### src/bst_pkg.sv
/*
 Boundary-scan test port package: TAP states, instruction codes, chain sizes.
 Assumes the test clock is sampled by a faster system clock.
*/
package bst_pkg;
   // ==========================================================
   // TAP controller states
   typedef enum logic [3:0] {
      TLR, RTI, SEL_DR, CAP_DR, SH_DR, EX1_DR, PAU_DR, EX2_DR, UPD_DR,
      SEL_IR, CAP_IR, SH_IR, EX1_IR, PAU_IR, EX2_IR, UPD_IR
   } bst_state_t;
   // ==========================================================
   // Instruction codes
   localparam int          IR_W        = 2;
   localparam logic [1:0]  INS_EXTEST  = 2'h0;
   localparam logic [1:0]  INS_BYPASS  = 2'h3;
   localparam logic [1:0]  IR_CAPTURE  = 2'h1;
   localparam logic [1:0]  IR_RESET    = INS_BYPASS;
   // ==========================================================
   // Boundary chain, synchroniser depth and pin rest levels
   localparam int          BSR_LEN     = 169;
   localparam int          SYNC_W      = 2;
   localparam logic        PIN_PULL_LVL = 1'h1;
   localparam logic        TCK_REST_LVL = 1'h0;
endpackage : bst_pkg

### src/bst_tap.sv
/*
 Boundary-scan test access port: TAP state machine, two-bit instruction
 register, bypass register and 169-cell boundary chain.
 Also holds the two-stage pin synchroniser that the port uses.
 Assumes test pins are asynchronous to clk_i, which is much faster than tck.
*/
`timescale 1ns/1ps
// Behaviour
// RULE1 - Sample mode select on test clock rise
// RULE2 - Capture test data in on rise
// RULE3 - Route data in to IR or DR
// RULE4 - Change test data out on fall
// RULE5 - Output high impedance when not shifting
// RULE6 - Test reset clears TAP and IR
// RULE7 - Undriven select and data read high
// RULE8 - Test logic separate from core logic
// RULE9 - Two-bit IR loaded in Shift-IR
// RULE10 - Decode 00 EXTEST, 11 BYPASS, else SAMPLE
// RULE11 - Instruction selects data register path
// RULE12 - Only boundary chain and bypass registers
// RULE13 - Bypass is one-bit delay path
// RULE14 - Chain bits 0..168, bit 0 first
// RULE15 - Control cell one enables driver
// RULE16 - Standard sixteen-state TAP machine
// RULE17 - Five high selects reach reset
module bst_tap
   import bst_pkg::*;
(
   input  wire logic                clk_i,
   input  wire logic                rst_n_i,
   input  wire logic                tck_i,
   input  wire logic                tms_i,
   input  wire logic                tdi_i,
   input  wire logic                trst_n_i,
   input  wire logic [BSR_LEN-1:0]  pin_in_i,
   output logic                     tdo_o,
   output logic                     tdo_oe_n_o,
   output logic                     extest_o,
   output logic [BSR_LEN-1:0]       bsr_upd_o
);
   // ==========================================================
   // Synchronisers; pull-ups are outside, an open pin reads high
   logic tck_s;
   logic tms;
   logic tdi;
   logic trst_n;

   // Test clock idles low, so its stages reset low: no false edge
   bst_sync #(
      .RST_VAL (TCK_REST_LVL)
   ) u_sync_tck (
      .clk_i   (clk_i),
      .rst_n_i (rst_n_i),
      .d_i     (tck_i),
      .q_o     (tck_s)
   );

   bst_sync #(
      .RST_VAL (PIN_PULL_LVL)
   ) u_sync_tms (
      .clk_i   (clk_i),
      .rst_n_i (rst_n_i),
      .d_i     (tms_i),   // see RULE7
      .q_o     (tms)
   );

   bst_sync #(
      .RST_VAL (PIN_PULL_LVL)
   ) u_sync_tdi (
      .clk_i   (clk_i),
      .rst_n_i (rst_n_i),
      .d_i     (tdi_i),   // see RULE7
      .q_o     (tdi)
   );

   // Open test reset pin reads high, so the port is not held in reset
   bst_sync #(
      .RST_VAL (PIN_PULL_LVL)
   ) u_sync_trst (
      .clk_i   (clk_i),
      .rst_n_i (rst_n_i),
      .d_i     (trst_n_i),   // see RULE6
      .q_o     (trst_n)
   );

   // ==========================================================
   // Test clock edges; same sync depth keeps tms and tdi aligned
   logic tck_old_q;
   logic tck_old_d;
   logic tck_rise;
   logic tck_fall;

   always_comb begin
      tck_old_d = tck_s;
   end

   always_ff @(posedge clk_i or negedge rst_n_i) begin
      if (!rst_n_i) begin
         tck_old_q <= TCK_REST_LVL;
      end else begin
         tck_old_q <= tck_old_d;
      end
   end

   // Limitation: each tck level must last two clk_i periods or more
   assign tck_rise = tck_s & ~tck_old_q;   // see RULE8
   assign tck_fall = ~tck_s & tck_old_q;

   // ==========================================================
   // TAP state machine
   bst_state_t state_q;
   bst_state_t state_d;

   always_comb begin
      state_d = state_q;
      // Test reset wins over any tck edge
      if (!trst_n) begin
         state_d = TLR;   // see RULE6
      end else if (tck_rise) begin   // see RULE1
         case (state_q)   // see RULE16, RULE17
            TLR:    state_d = tms ? TLR    : RTI;
            RTI:    state_d = tms ? SEL_DR : RTI;
            SEL_DR: state_d = tms ? SEL_IR : CAP_DR;
            CAP_DR: state_d = tms ? EX1_DR : SH_DR;
            SH_DR:  state_d = tms ? EX1_DR : SH_DR;
            EX1_DR: state_d = tms ? UPD_DR : PAU_DR;
            PAU_DR: state_d = tms ? EX2_DR : PAU_DR;
            EX2_DR: state_d = tms ? UPD_DR : SH_DR;
            UPD_DR: state_d = tms ? SEL_DR : RTI;
            SEL_IR: state_d = tms ? TLR    : CAP_IR;
            CAP_IR: state_d = tms ? EX1_IR : SH_IR;
            SH_IR:  state_d = tms ? EX1_IR : SH_IR;
            EX1_IR: state_d = tms ? UPD_IR : PAU_IR;
            PAU_IR: state_d = tms ? EX2_IR : PAU_IR;
            EX2_IR: state_d = tms ? UPD_IR : SH_IR;
            UPD_IR: state_d = tms ? SEL_DR : RTI;
            default: state_d = TLR;
         endcase
      end
   end

   always_ff @(posedge clk_i or negedge rst_n_i) begin
      if (!rst_n_i) begin
         state_q <= TLR;
      end else begin
         state_q <= state_d;
      end
   end

   // ==========================================================
   // Instruction, bypass and boundary registers
   logic [IR_W-1:0]    ir_sh_q;
   logic [IR_W-1:0]    ir_sh_d;
   logic [IR_W-1:0]    ir_q;
   logic [IR_W-1:0]    ir_d;
   logic               byp_q;
   logic               byp_d;
   logic [BSR_LEN-1:0] bsr_sh_q;
   logic [BSR_LEN-1:0] bsr_sh_d;
   logic [BSR_LEN-1:0] upd_q;
   logic [BSR_LEN-1:0] upd_d;
   logic               sel_byp;

   assign sel_byp = (ir_q == INS_BYPASS);   // see RULE10, RULE11

   always_comb begin
      ir_sh_d  = ir_sh_q;
      ir_d     = ir_q;
      byp_d    = byp_q;
      bsr_sh_d = bsr_sh_q;
      upd_d    = upd_q;
      // Instruction falls back to bypass whenever the port is reset
      if (!trst_n || (state_q == TLR)) begin
         ir_d = IR_RESET;   // see RULE6
      end else if (tck_rise) begin   // see RULE2, RULE3
         case (state_q)
            CAP_IR: ir_sh_d = IR_CAPTURE;
            SH_IR:  ir_sh_d = {tdi, ir_sh_q[IR_W-1:1]};   // see RULE9
            UPD_IR: ir_d    = ir_sh_q;
            CAP_DR: begin
               // Bypass stage always captures zero
               byp_d = 1'h0;
               if (!sel_byp) begin
                  bsr_sh_d = pin_in_i;   // see RULE12
               end
            end
            SH_DR: begin
               if (sel_byp) begin
                  byp_d = tdi;   // see RULE13
               end else begin
                  bsr_sh_d = {tdi, bsr_sh_q[BSR_LEN-1:1]};   // see RULE14
               end
            end
            UPD_DR: begin
               // Pin values move only here, never while shifting
               if (!sel_byp) begin
                  upd_d = bsr_sh_q;
               end
            end
            default: ;
         endcase
      end
   end

   always_ff @(posedge clk_i or negedge rst_n_i) begin
      if (!rst_n_i) begin
         ir_sh_q  <= '0;
         ir_q     <= IR_RESET;
         byp_q    <= 1'h0;
         bsr_sh_q <= '0;
         upd_q    <= '0;
      end else begin
         ir_sh_q  <= ir_sh_d;
         ir_q     <= ir_d;
         byp_q    <= byp_d;
         bsr_sh_q <= bsr_sh_d;
         upd_q    <= upd_d;
      end
   end

   // ==========================================================
   // Test data out, changed only on the falling test clock edge
   logic tdo_q;
   logic tdo_d;
   logic oe_n_q;
   logic oe_n_d;
   logic ext_q;
   logic ext_d;

   always_comb begin
      tdo_d  = tdo_q;
      oe_n_d = oe_n_q;
      // Core sees the new instruction one clk after its update
      ext_d  = (ir_q == INS_EXTEST);   // see RULE10
      if (!trst_n) begin
         // Driver released at once, without waiting for a tck edge
         oe_n_d = 1'h1;
      end else if (tck_fall) begin   // see RULE4
         oe_n_d = !((state_q == SH_IR) || (state_q == SH_DR));   // see RULE5
         if (state_q == SH_IR) begin
            tdo_d = ir_sh_q[0];
         end else if (sel_byp) begin
            tdo_d = byp_q;
         end else begin
            tdo_d = bsr_sh_q[0];   // see RULE14
         end
      end
   end

   always_ff @(posedge clk_i or negedge rst_n_i) begin
      if (!rst_n_i) begin
         tdo_q  <= 1'h0;
         oe_n_q <= 1'h1;
         ext_q  <= 1'h0;
      end else begin
         tdo_q  <= tdo_d;
         oe_n_q <= oe_n_d;
         ext_q  <= ext_d;
      end
   end

   // Control cells pass through as stored; a one enables its driver
   assign tdo_o      = tdo_q;
   assign tdo_oe_n_o = oe_n_q;
   assign extest_o   = ext_q;
   assign bsr_upd_o  = upd_q;   // see RULE15
endmodule : bst_tap

// ==========================================================
// Two-stage synchroniser for one asynchronous pin
module bst_sync
   import bst_pkg::*;
#(
   parameter logic RST_VAL = 1'h0
) (
   input  wire logic clk_i,
   input  wire logic rst_n_i,
   input  wire logic d_i,
   output logic      q_o
);
   logic [SYNC_W-1:0] sync_q;
   logic [SYNC_W-1:0] sync_d;

   always_comb begin
      sync_d = {sync_q[SYNC_W-2:0], d_i};
   end

   // Reset to the pin's idle level, so no false edge follows reset
   always_ff @(posedge clk_i or negedge rst_n_i) begin
      if (!rst_n_i) begin
         sync_q <= {SYNC_W{RST_VAL}};
      end else begin
         sync_q <= sync_d;
      end
   end

   // First stage may go metastable; only the last stage leaves
   assign q_o = sync_q[SYNC_W-1];
endmodule : bst_sync

### config.mk
export PLATFORM = sky130hd
export DESIGN_NAME = bst_tap
export DESIGN_NICKNAME = d
export VERILOG_FILES = /design/src/bst_pkg.sv /design/src/bst_tap.sv
export SDC_FILE = /design/constraint.sdc
export NUM_CORES = 1
export LEC_CHECK = 0
export BUFFER_PORTS_ARGS = -buffer_cell sky130_fd_sc_hd__buf_2
export CAP_MARGIN = 20
export CELL_PAD_IN_SITES_DETAIL_PLACEMENT = 0
export CELL_PAD_IN_SITES_GLOBAL_PLACEMENT = 1
export CORE_MARGIN = 5
export CORE_UTILIZATION = 40
export DETAILED_ROUTE_END_ITERATION = 12
export PLACE_DENSITY = 0.83
export SLEW_MARGIN = 25
export SYNTH_ARGS = -nofsm -noshare
export SYNTH_HDL_FRONTEND = slang
export SYNTH_HIERARCHICAL = 1
export SYNTH_SLANG_ARGS = --single-unit
### constraint.sdc
create_clock -name clk_i -period 2.3 [get_ports clk_i]
set_clock_uncertainty 0.2 [all_clocks]
set_input_delay 0.69 -clock clk_i [delete_from_list [all_inputs] [get_ports clk_i]]
set_output_delay 0.69 -clock clk_i [all_outputs]
set_load 0.005 [all_outputs]
==> results_dict.tcl, run 1 <==
set metrics [dict create \
    status "finished clean" \
    cp.arrival_ns 2.37 \
    cp-start-kind "flip-flop" \
    cts_setup_buffers 0 \
    drive_above_1_share 0.412 \
    vias_per_cell 4.89 \
    slowest_delay_ns 0.38 \
    critPathSlowestCell "dfrtp_1" \
    cts-htree-levels 2 \
    synth_top_family_by_area "multiplexers" \
    worstMarginPinSlew_ns 0.501 \
    max-vdd-ir-drop_mv 0.509 \
    tns_ns 0 \
    fmax_mhz 461 \
    ys_seq_area_frac 0.576 \
    fin_crit_ns 2.17 \
    clockBufferDepth 3 \
    fin_crit_sh 0.944 \
    ys_warn_count 6 \
    num_rows 72 \
    grt_pass1_wl_mm 62.5 \
    powerDensity_nw_per_um2 668 \
    timing.slew.headroom 0.666 \
    end_kind "flip-flop" \
    pre_cts_ws_ns 0.140 \
    final_util 0.506 \
    cp_num_cells 7 \
    required_ns 2.50 \
    antenna_violating_nets_post_route 0 \
    holdPathStages 1 \
    syn_inst 1197 \
    drv_cap 0 \
    crit_buf_inv 3 \
    antenna_found_initial 4 \
    grt_pass1_vias 11200 \
    wl_mm 37.6 \
    routabilityCongestion 0.823 \
    die_h_um 208 \
    cts_tree "built" \
    dp_hpwl_mm 27.7 \
    async_flop_share 1.00 \
    hold_class "input pin to flip-flop" \
    setup.worst_path.class "flip-flop to flip-flop" \
    leakage_uw 0.0102 \
    synthMuxAreaShare 0.257 \
    hold_viol 0 \
    pin_count 347 \
    finalSetupViolCount 0 \
    synth-xor-area-share 0.000561 \
    post_cts_resize_count 0 \
    core_area_sq_um 38600 \
    cts.reportedPaths.clkPinSlew_ns 0.06 \
    r2r_cells 7 \
    grt_max_degree 57 \
    clock-root-buffer "clkbuf_16" \
    clkSinkCount 359 \
    fin_ws_ns 0.128 \
    first_iter_violations 460 \
    route.detailed.drc 0 \
    syn2layout_area_growth_pct 25.2 \
    vias 10300 \
    worstSkewPairLatency_ns 0.54 \
    multiInputGateArea_sq_um 5990 \
    cpMostUsedCell "buf_4" \
    n_fill_cell 3402 \
    synth-seq-cells 359 \
    yosys.area_share.adder 0 \
    rsz0062_at_grt "no" \
    mappedNetlistArea_sq_um 15600 \
    cp_max_fo 25 \
    n_antenna_cell 0 \
    synth-compound-area-share 0.0691 \
    cts_made_buffers 40 \
    mappedNetlistNets 1372 \
    die_w_um 208 \
    synth_edf_count 0 \
    die_area_sq_um 43100 \
    synth_cell_types 45 \
    seqCellArea_sq_um 8990 \
    dr.pass1.iters 6 \
    drv_slew 0 \
    avgSynthCellArea_sq_um 13.0 \
    grtUsageTotal 0.176 \
    nets 1746 \
    ys.flop_type "dfrtp_1" \
    start_util 0.404 \
    io_buffers 346 \
    grt-ovfl-total 0 \
    synth_simple_gate_area_frac 0.0558 \
    cp_top_family "buffers and inverters" \
    wire_per_inst_um 17.8 \
    path_cells "buf_4, nor3b_2, nor2b_4, buf_12, buf_4, mux2i_1, o21ai_0" \
]
power breakdown:
group | internal, uW | switching [uW]
sequential | 6340 | 12.8
clock | 3650 | 2450
combinational | 276 | 341
synthesized netlist by cell type, types with 2 or more instances:
cell type,number,area (sq um)
o221ai_1,2,17.5
o21ai_0,92,460
buf_4,23,173
buf_1,2,7.51
a21oi_1,4,20.0
dfstp_2,9,236
nand2_1,178,668
nor2b_1,4,25.0
o311ai_0,3,26.3
a31oi_1,4,25.0
mux2_4,110,1650
buf_6,4,45.0
o21ai_1,88,440
inv_1,5,18.8
dfrtp_1,350,8760
nor2_1,6,22.5
nand2b_1,3,18.8
buf_12,11,220
buf_2,23,115
mux2_2,59,664
nand3_1,5,25.0
clkbuf_1,20,75.1
nor3_1,2,10.0
mux2i_1,169,1690
flip-flops by register name (all words and copies together) (netlist names):
register,cells
tdo_o,1
tdo_oe_n_o,1
ir_q,2
state_q,4
u_sync_tdi/sync_q,2
bsr_sh_q,169
tck_old_q,1
extest_o,1
u_sync_tms/sync_q,2
u_sync_trst/sync_q,2
ir_sh_q,2
bsr_upd_o,169
byp_q,1
u_sync_tck/sync_q,2
timing repair:
item	CTS	global route
hold endpoints to repair	29	0
endpoints found under the setup margin	0	0
hold buffers	1	0
stage by stage:
| stage | instances | cell area, sq um | total power [uW] | hold slack, ns |
|---|---|---|---|---|
| global route | 2114 | 19500 | 13600 | 0.0198 |
| global placement | 2046 | 18300 | 7080 | 0.137 |
| finish | 2114 | 19500 | 13100 | 0.0523 |
| detailed placement | 2046 | 18300 | 7090 | 0.140 |
| floorplan | 1197 | 15600 | 6680 | 0.131 |
| CTS | 2114 | 19500 | 13300 | 0.0108 |
cells in the final DEF, fill, tap and decap left out, types with 2 or more instances in the layout:
cell type  Yosys  final
a31oi_1        4      4
clkbuf_16      0     41
buf_2         23    345
mux2_4       110    110
dfstp_2        9      9
nand2b_1       3      3
clkinv_2       0      7
clkbuf_8       0      9
inv_1          5      5
nand2_1      178    178
mux2i_1      169    169
buf_4         23     37
dfrtp_1      350    350
clkbuf_1      20      9
o221ai_1       2      2
nor2_1         6      6
o21ai_1       88     88
o311ai_0       3      3
nor3_1         2      2
mux2_2        59     59
buf_12        11     31
nor2b_1        4      3
a21oi_1        4      4
o21ai_0       92     92
nand3_1        5      5
routing by layer:
metal	vias to the layer above	track usage	part of all wire
li1	4932	-	-
met5	-	0	0.00056
met1	5084	0.236	0.44
met3	45	0.0547	0.074
met2	280	0.281	0.47
met4	4	0.0422	0.017
cells by family (layout without fill, tap and decap cells):
family,Yosys count,after routing
XOR/XNOR,1,1
AND/OR/NAND/NOR,208,208
flip-flops,359,359
AO/OA/AOI/OAI,203,203
multiplexers,338,338
buffers and inverters,88,487
final timing paths:
kind                                      start               endpoint  slack [ns]
max                                  state_q[1]          bsr_sh_q[123]        0.13
min                                    trst_n_i  u_sync_trst/sync_q[0]        0.05
max reg2reg                          state_q[1]          bsr_sh_q[123]        0.13
min reg2reg                u_sync_tck/sync_q[0]   u_sync_tck/sync_q[1]        0.15
max in group asynchronous               rst_n_i           bsr_upd_o[4]        0.73
min in group asynchronous               rst_n_i          bsr_sh_q[131]        0.48
cell type report:
class,count,area share
clock buffer,59,0.0606
clock inverter,8,0.00333
inverter,5,0.000960
multi-input combinational,750,0.306
sequential,359,0.460
tap,518,0.0332
timing repair buffer,415,0.136
No activity file was read; power rests on OpenSTA's default activity.
==> run 2, diff against run 1 <==
--- a/config.mk
+++ b/config.mk
@@ -10,10 +10,10 @@
 export CELL_PAD_IN_SITES_DETAIL_PLACEMENT = 0
 export CELL_PAD_IN_SITES_GLOBAL_PLACEMENT = 1
 export CORE_MARGIN = 5
-export CORE_UTILIZATION = 40
+export CORE_UTILIZATION = 30
 export DETAILED_ROUTE_END_ITERATION = 12
-export PLACE_DENSITY = 0.83
-export SLEW_MARGIN = 25
+export PLACE_DENSITY = 0.68
+export SLEW_MARGIN = 20
 export SYNTH_ARGS = -nofsm -noshare
 export SYNTH_HDL_FRONTEND = slang
 export SYNTH_HIERARCHICAL = 1
==> run 2 against run 1 <==
Hold slack worse by 0.0014 ns. Critical path type unchanged. Clock-buffer cell count up 1. Cell area is 1.6% higher. Cell count is 7.8% higher. Combinational power about the same. Sequential share of layout area shrank 0.70 points. Die area increased by 32%.
==> results_dict.tcl, run 2 (synthesis gave the netlist of run 1 again) <==
set metrics [dict create \
    r2r_cells 5 \
    tns_ns 0 \
    grt-ovfl-total 0 \
    timing.slew.headroom 0.735 \
    drv_cap 0 \
    finish.instance_area_sq_um 19900 \
    cts-htree-levels 2 \
    max-vdd-ir-drop_mv 0.431 \
    clkSinkCount 359 \
    holdPathStages 1 \
    fmax_mhz 461 \
    cp_max_fo 23 \
    hold_viol 0 \
    grt_pass1_vias 10800 \
    drive_above_1_share 0.411 \
    syn2layout_area_growth_pct 27.1 \
    wire_per_inst_um 17.4 \
    leakage_uw 0.0102 \
    clock-root-buffer "clkbuf_16" \
    antenna_found_initial 9 \
    first_iter_violations 597 \
    cts_setup_buffers 0 \
    grt_pass1_wl_mm 62.4 \
    drv_slew 0 \
    io_buffers 346 \
    fin_crit_ns 2.17 \
    nets 1741 \
    end_kind "flip-flop" \
    worstMarginPinSlew_ns 0.396 \
    dr.pass1.iters 4 \
    hold_class "input pin to flip-flop" \
    cts_tree "built" \
    cp.arrival_ns 2.38 \
    die_h_um 238 \
    route.detailed.drc 0 \
    fin_crit_sh 0.943 \
    setup.worst_path.class "flip-flop to flip-flop" \
    dp_hpwl_mm 29.2 \
    vias 10200 \
    cp-start-kind "flip-flop" \
    worstSkewPairLatency_ns 0.54 \
    start_util 0.304 \
    grtUsageTotal 0.136 \
    pin_count 347 \
    vias_per_cell 4.50 \
    routabilityCongestion 0.780 \
    final_common_cell "dfrtp_1" \
    clockBufferDepth 3 \
    num_rows 83 \
    die_w_um 238 \
    finalSetupViolCount 0 \
    powerDensity_nw_per_um2 693 \
    status "finished clean" \
    core_area_sq_um 51400 \
    wl_mm 39.6 \
    cts_made_buffers 41 \
    die_area_sq_um 56700 \
    final_util 0.386 \
    place_area_sq_um 18400 \
    cts.reportedPaths.clkPinSlew_ns 0.06 \
    required_ns 2.51 \
    grt_max_degree 63 \
    rsz0062_at_grt "no" \
    final_cell_mix "dfrtp_1 (350), buf_2 (345), nand2_1 (178)" \
    antenna_violating_nets_post_route 0 \
    fin_ws_ns 0.131 \
    pre_cts_ws_ns 0.104 \
    p_total_uw 13700 \
]
## run 2: cell types whose count changed in the layout (fill, tap and decap cells not counted), moves of 2 or more
| cell | previous run | this run |
|---|---|---|
| clkinv_2 | 7 | 3 |
| clkbuf_8 | 9 | 7 |
| buf_12 | 31 | 27 |
| diode_2 | 0 | 3 |
| bufinv_16 | 1 | 5 |
| buf_4 | 37 | 33 |
| inv_6 | 0 | 3 |
| clkbuf_16 | 41 | 43 |
## run 2: layout make-up
type / count / area (sq um)
inverters: 5 / 18.8
flip-flops and latches: 359 / 8990
repair buffers: 409 / 2580
well taps: 680 / 851
diodes: 3 / 7.51
clock inverters: 12 / 200
clock buffers: 60 / 1210
multi-input cells: 750 / 5990
fillers: 4986 / 31600
## run 2: metal layers
metal,up-vias,share of wire,GRT usage
li1,4941,-,-
met1,4962,0.45,0.181
met2,264,0.46,0.217
met3,66,0.075,0.0422
met4,8,0.019,0.0355
met5,-,0.0013,0
## run 2: path summary, 6_finish.rpt
check / from / to / slack [ns]
setup / recovery: state_q[2] / bsr_upd_o[103] / 0.13
hold / removal: tms_i / u_sync_tms/sync_q[0] / 0.05
setup reg to reg: state_q[2] / bsr_upd_o[103] / 0.13
hold reg to reg: u_sync_tck/sync_q[0] / u_sync_tck/sync_q[1] / 0.15
max in group asynchronous: rst_n_i / bsr_sh_q[37] / 0.71
min in group asynchronous: rst_n_i / bsr_sh_q[6] / 0.45
## run 2: where the power goes
part / internal, uW / switching [uW]
Sequential: 6340 / 12.9
Combinational: 274 / 341
Clock: 4210 / 2570
## run 2: worst max-delay path: stages, from the launching register on
cell	delay, ns
dfrtp_1	0.47
o41a_1	0.42
nand4_4	0.17
buf_12	0.20
buf_12	0.23
mux2_4	0.32
## run 2: timing repair
item                                    4_1_cts  5_1_grt
endpoints found under the hold margin        21        0
endpoints found under the setup margin        0        5
resized for setup                             0        3
hold buffers                                  1        0
## run 2: metrics by stage
| step | std cells | hold WS [ns] |
|---|---|---|
| final | 2278 | 0.0510 |
| after global routing | 2276 | 0.0125 |
| after CTS | 2275 | 0.00736 |
| after detailed placement | 2202 | 0.135 |
| after global placement | 2202 | 0.138 |
| after floorplan | 1197 | 0.131 |
==> run 3, diff against run 2 <==
--- a/config.mk
+++ b/config.mk
@@ -5,6 +5,7 @@
 export SDC_FILE = /design/constraint.sdc
 export NUM_CORES = 1
 export LEC_CHECK = 0
+export ABC_AREA = 1
 export BUFFER_PORTS_ARGS = -buffer_cell sky130_fd_sc_hd__buf_2
 export CAP_MARGIN = 20
 export CELL_PAD_IN_SITES_DETAIL_PLACEMENT = 0
@@ -12,7 +13,7 @@
 export CORE_MARGIN = 5
 export CORE_UTILIZATION = 30
 export DETAILED_ROUTE_END_ITERATION = 12
-export PLACE_DENSITY = 0.68
+export PLACE_DENSITY = 0.69
 export SLEW_MARGIN = 20
 export SYNTH_ARGS = -nofsm -noshare
 export SYNTH_HDL_FRONTEND = slang
==> run 3 against run 2 <==
First-iteration DRC count rose by 9.5%. Clock power barely moved. Critical path type unchanged. Sequential power about the same. Critical path depth is 4 higher. Cell count is 18% higher. Power decreased by 1.5%. Clock-buffer cell count increased by 5. Register-to-register slack gained 0.02 ns.
==> results_dict.tcl, run 3 <==
set metrics [dict create \
    num_rows 85 \
    n_fill_cell 5381 \
    internal_power_uw 10700 \
    grt_pass1_vias 12200 \
    synthTopCellsByArea "dfrtp_1 (53%), o211ai_2 (7.6%), o21ai_2 (5.3%), nand2_1 (4.9%), inv_1 (4.2%)" \
    timing.slew.headroom 0.668 \
    dr.pass1.iters 5 \
    mappedNetlistNets 1772 \
    cp.arrival_ns 2.41 \
    ys.flop_type "dfrtp_1" \
    synth_top_area_frac 0.535 \
    mappedNetlistArea_sq_um 16400 \
    crit_buf_inv 2 \
    synth_edf_count 0 \
    start_util 0.304 \
    worstMarginPinSlew_ns 0.498 \
    grt-ovfl-total 0 \
    route.detailed.drc 0 \
    seqCellArea_sq_um 9000 \
    wire_per_inst_um 16.0 \
    yosys-top-cells-count "dfrtp_1 (350), nand2_1 (212), inv_1 (182), nor2_1 (180), a21oi_1 (125)" \
    critPathSlowestCell "dfrtp_2" \
    tns_ns 0 \
    async_flop_share 1.00 \
    final_cell_mix "dfrtp_1 (349), buf_2 (345), nand2_1 (212)" \
    cp-start-kind "flip-flop" \
    clkSinkCount 359 \
    die_h_um 244 \
    p_clk_frac 0.502 \
    hold_class "input pin to flip-flop" \
    grtUsageTotal 0.143 \
    required_ns 2.56 \
    drv_slew 0 \
    routabilityCongestion 0.790 \
    io_buffers 346 \
    avgSynthCellArea_sq_um 10.3 \
    path_cells "nor2_2, nand2_2, nand2_1, nand2_2, nor2_8, buf_12, buf_12, o211ai_2, o21ai_2" \
    cts-htree-levels 2 \
    antenna_violating_nets_post_route 0 \
    die_area_sq_um 59400 \
    p_total_uw 13500 \
    wl_mm 42.9 \
    worstSkewPairLatency_ns 0.55 \
    cp_max_fo 42 \
    powerDensity_nw_per_um2 660 \
    final_common_cell "dfrtp_1" \
    power_frac_comb 0.030 \
    clock-root-buffer "clkbuf_16" \
    setup.worst_path.class "flip-flop to flip-flop" \
    fin_crit_sh 0.934 \
    seq_power_share 0.468 \
    drive_above_1_share 0.382 \
    sw_frac_of_total 0.210 \
    finalSetupViolCount 0 \
    leakage_uw 0.00984 \
    first_iter_violations 654 \
    hold_viol 0 \
    synth_cell_types 31 \
    yosysTopAreaCell "dfrtp_1" \
    fmax_mhz 465 \
    grt_pass1_wl_mm 69.0 \
    ys_warn_count 6 \
    nets 2129 \
    status "finished clean" \
    vias 12200 \
    p_sw_uw 2850 \
    cts_setup_buffers 0 \
    syn_inst 1597 \
    dp_hpwl_mm 31.5 \
    cts.reportedPaths.clkPinSlew_ns 0.06 \
    core_area_sq_um 53900 \
    drv_cap 0 \
    final_util 0.380 \
    yosysMostFrequentCell "dfrtp_1" \
    pin_count 347 \
    clockBufferDepth 3 \
    antenna_found_initial 3 \
    end_kind "flip-flop" \
    cts_made_buffers 42 \
    die_w_um 244 \
    grt_max_degree 66 \
    vias_per_cell 4.54 \
    cts_tree "built" \
    multiInputGateArea_sq_um 5750 \
    ys_seq_area_frac 0.549 \
    cp_top_family "simple AND/OR/NAND/NOR gates" \
    slowest_delay_ns 0.45 \
    syn2layout_area_growth_pct 25.3 \
    fin_crit_ns 2.15 \
    rsz0062_at_grt "no" \
    synth-seq-cells 359 \
    max-vdd-ir-drop_mv 0.488 \
    whs_ns 0.0475 \
    r2r_slack_ns 0.15 \
]
-- run 3: cell count changes after synthesis, moves of 100 or more --
cell      before  now
o211ai_2       0  100
inv_1          5  182
mux2_4       110    0
mux2i_1      169    0
nor2_1         6  180
a21oi_1        4  125
o21ai_2        0  100
-- run 3: path summary, 6_finish.rpt --
kind	startpoint	end	cells past startpoint
min in group asynchronous	rst_n_i	bsr_sh_q[123]	2
max	state_q[1]	bsr_sh_q[52]	9
max in group asynchronous	rst_n_i	u_sync_tms/sync_q[0]	3
min	tdi_i	u_sync_tdi/sync_q[0]	1
max reg2reg	state_q[1]	bsr_sh_q[52]	9
min reg2reg	u_sync_tck/sync_q[0]	u_sync_tck/sync_q[1]	0
-- run 3: timing repair --
| action | in CTS | in global routing |
|---|---|---|
| hold buffers | 4 | 0 |
| setup endpoints to repair | 0 | 35 |
| hold endpoints to repair | 27 | 0 |
| gates resized for setup | 0 | 1 |
-- run 3: area by class of cell --
type,instances,area share
diodes,4,0.000488
clock buffers,65,0.0634
clock inverters,7,0.00555
inverters,185,0.0342
multi-input cells,941,0.280
flip-flops and latches,359,0.439
well taps,696,0.0424
repair buffers,425,0.135
-- run 3: stage by stage --
stage	instances	cell area, sq um	worst slack (ns)
floorplan	1597	16400	0.500
detailed placement	2602	19000	0.129
global route	2679	20500	0.000551
finish	2682	20500	0.151
CTS	2678	20500	0.114
global placement	2602	19000	0.170
-- run 3: routing by layer --
metal  track usage  vias up  share of wire
met5             0        -              0
met3        0.0304       65          0.054
li1              -     6051              -
met2         0.236      280           0.48
met1         0.190     5777           0.44
met4        0.0420        0          0.023
-- run 3: power groups by stage --
| stage | logic [uW] | registers (uW) | clock network [uW] |
|---|---|---|---|
| floorplan | 24.4 | 6460 | 0 |
| global placement | 419 | 6460 | 0 |
| detailed placement | 419 | 6460 | 0 |
| CTS | 426 | 6340 | 7060 |
| global route | 458 | 6340 | 7310 |
| finish | 407 | 6340 | 6800 |
-- run 3: logic make-up (layout without fill, tap and decap cells) --
family | count (synthesis) | count (layout) | share of synthesized area
flip-flops | 359 | 359 | 0.549
buffers and inverters | 297 | 682 | 0.0996
AO/OA/AOI/OAI | 526 | 526 | 0.252
AND/OR/NAND/NOR | 415 | 415 | 0.0993
other | 0 | 4 | 0
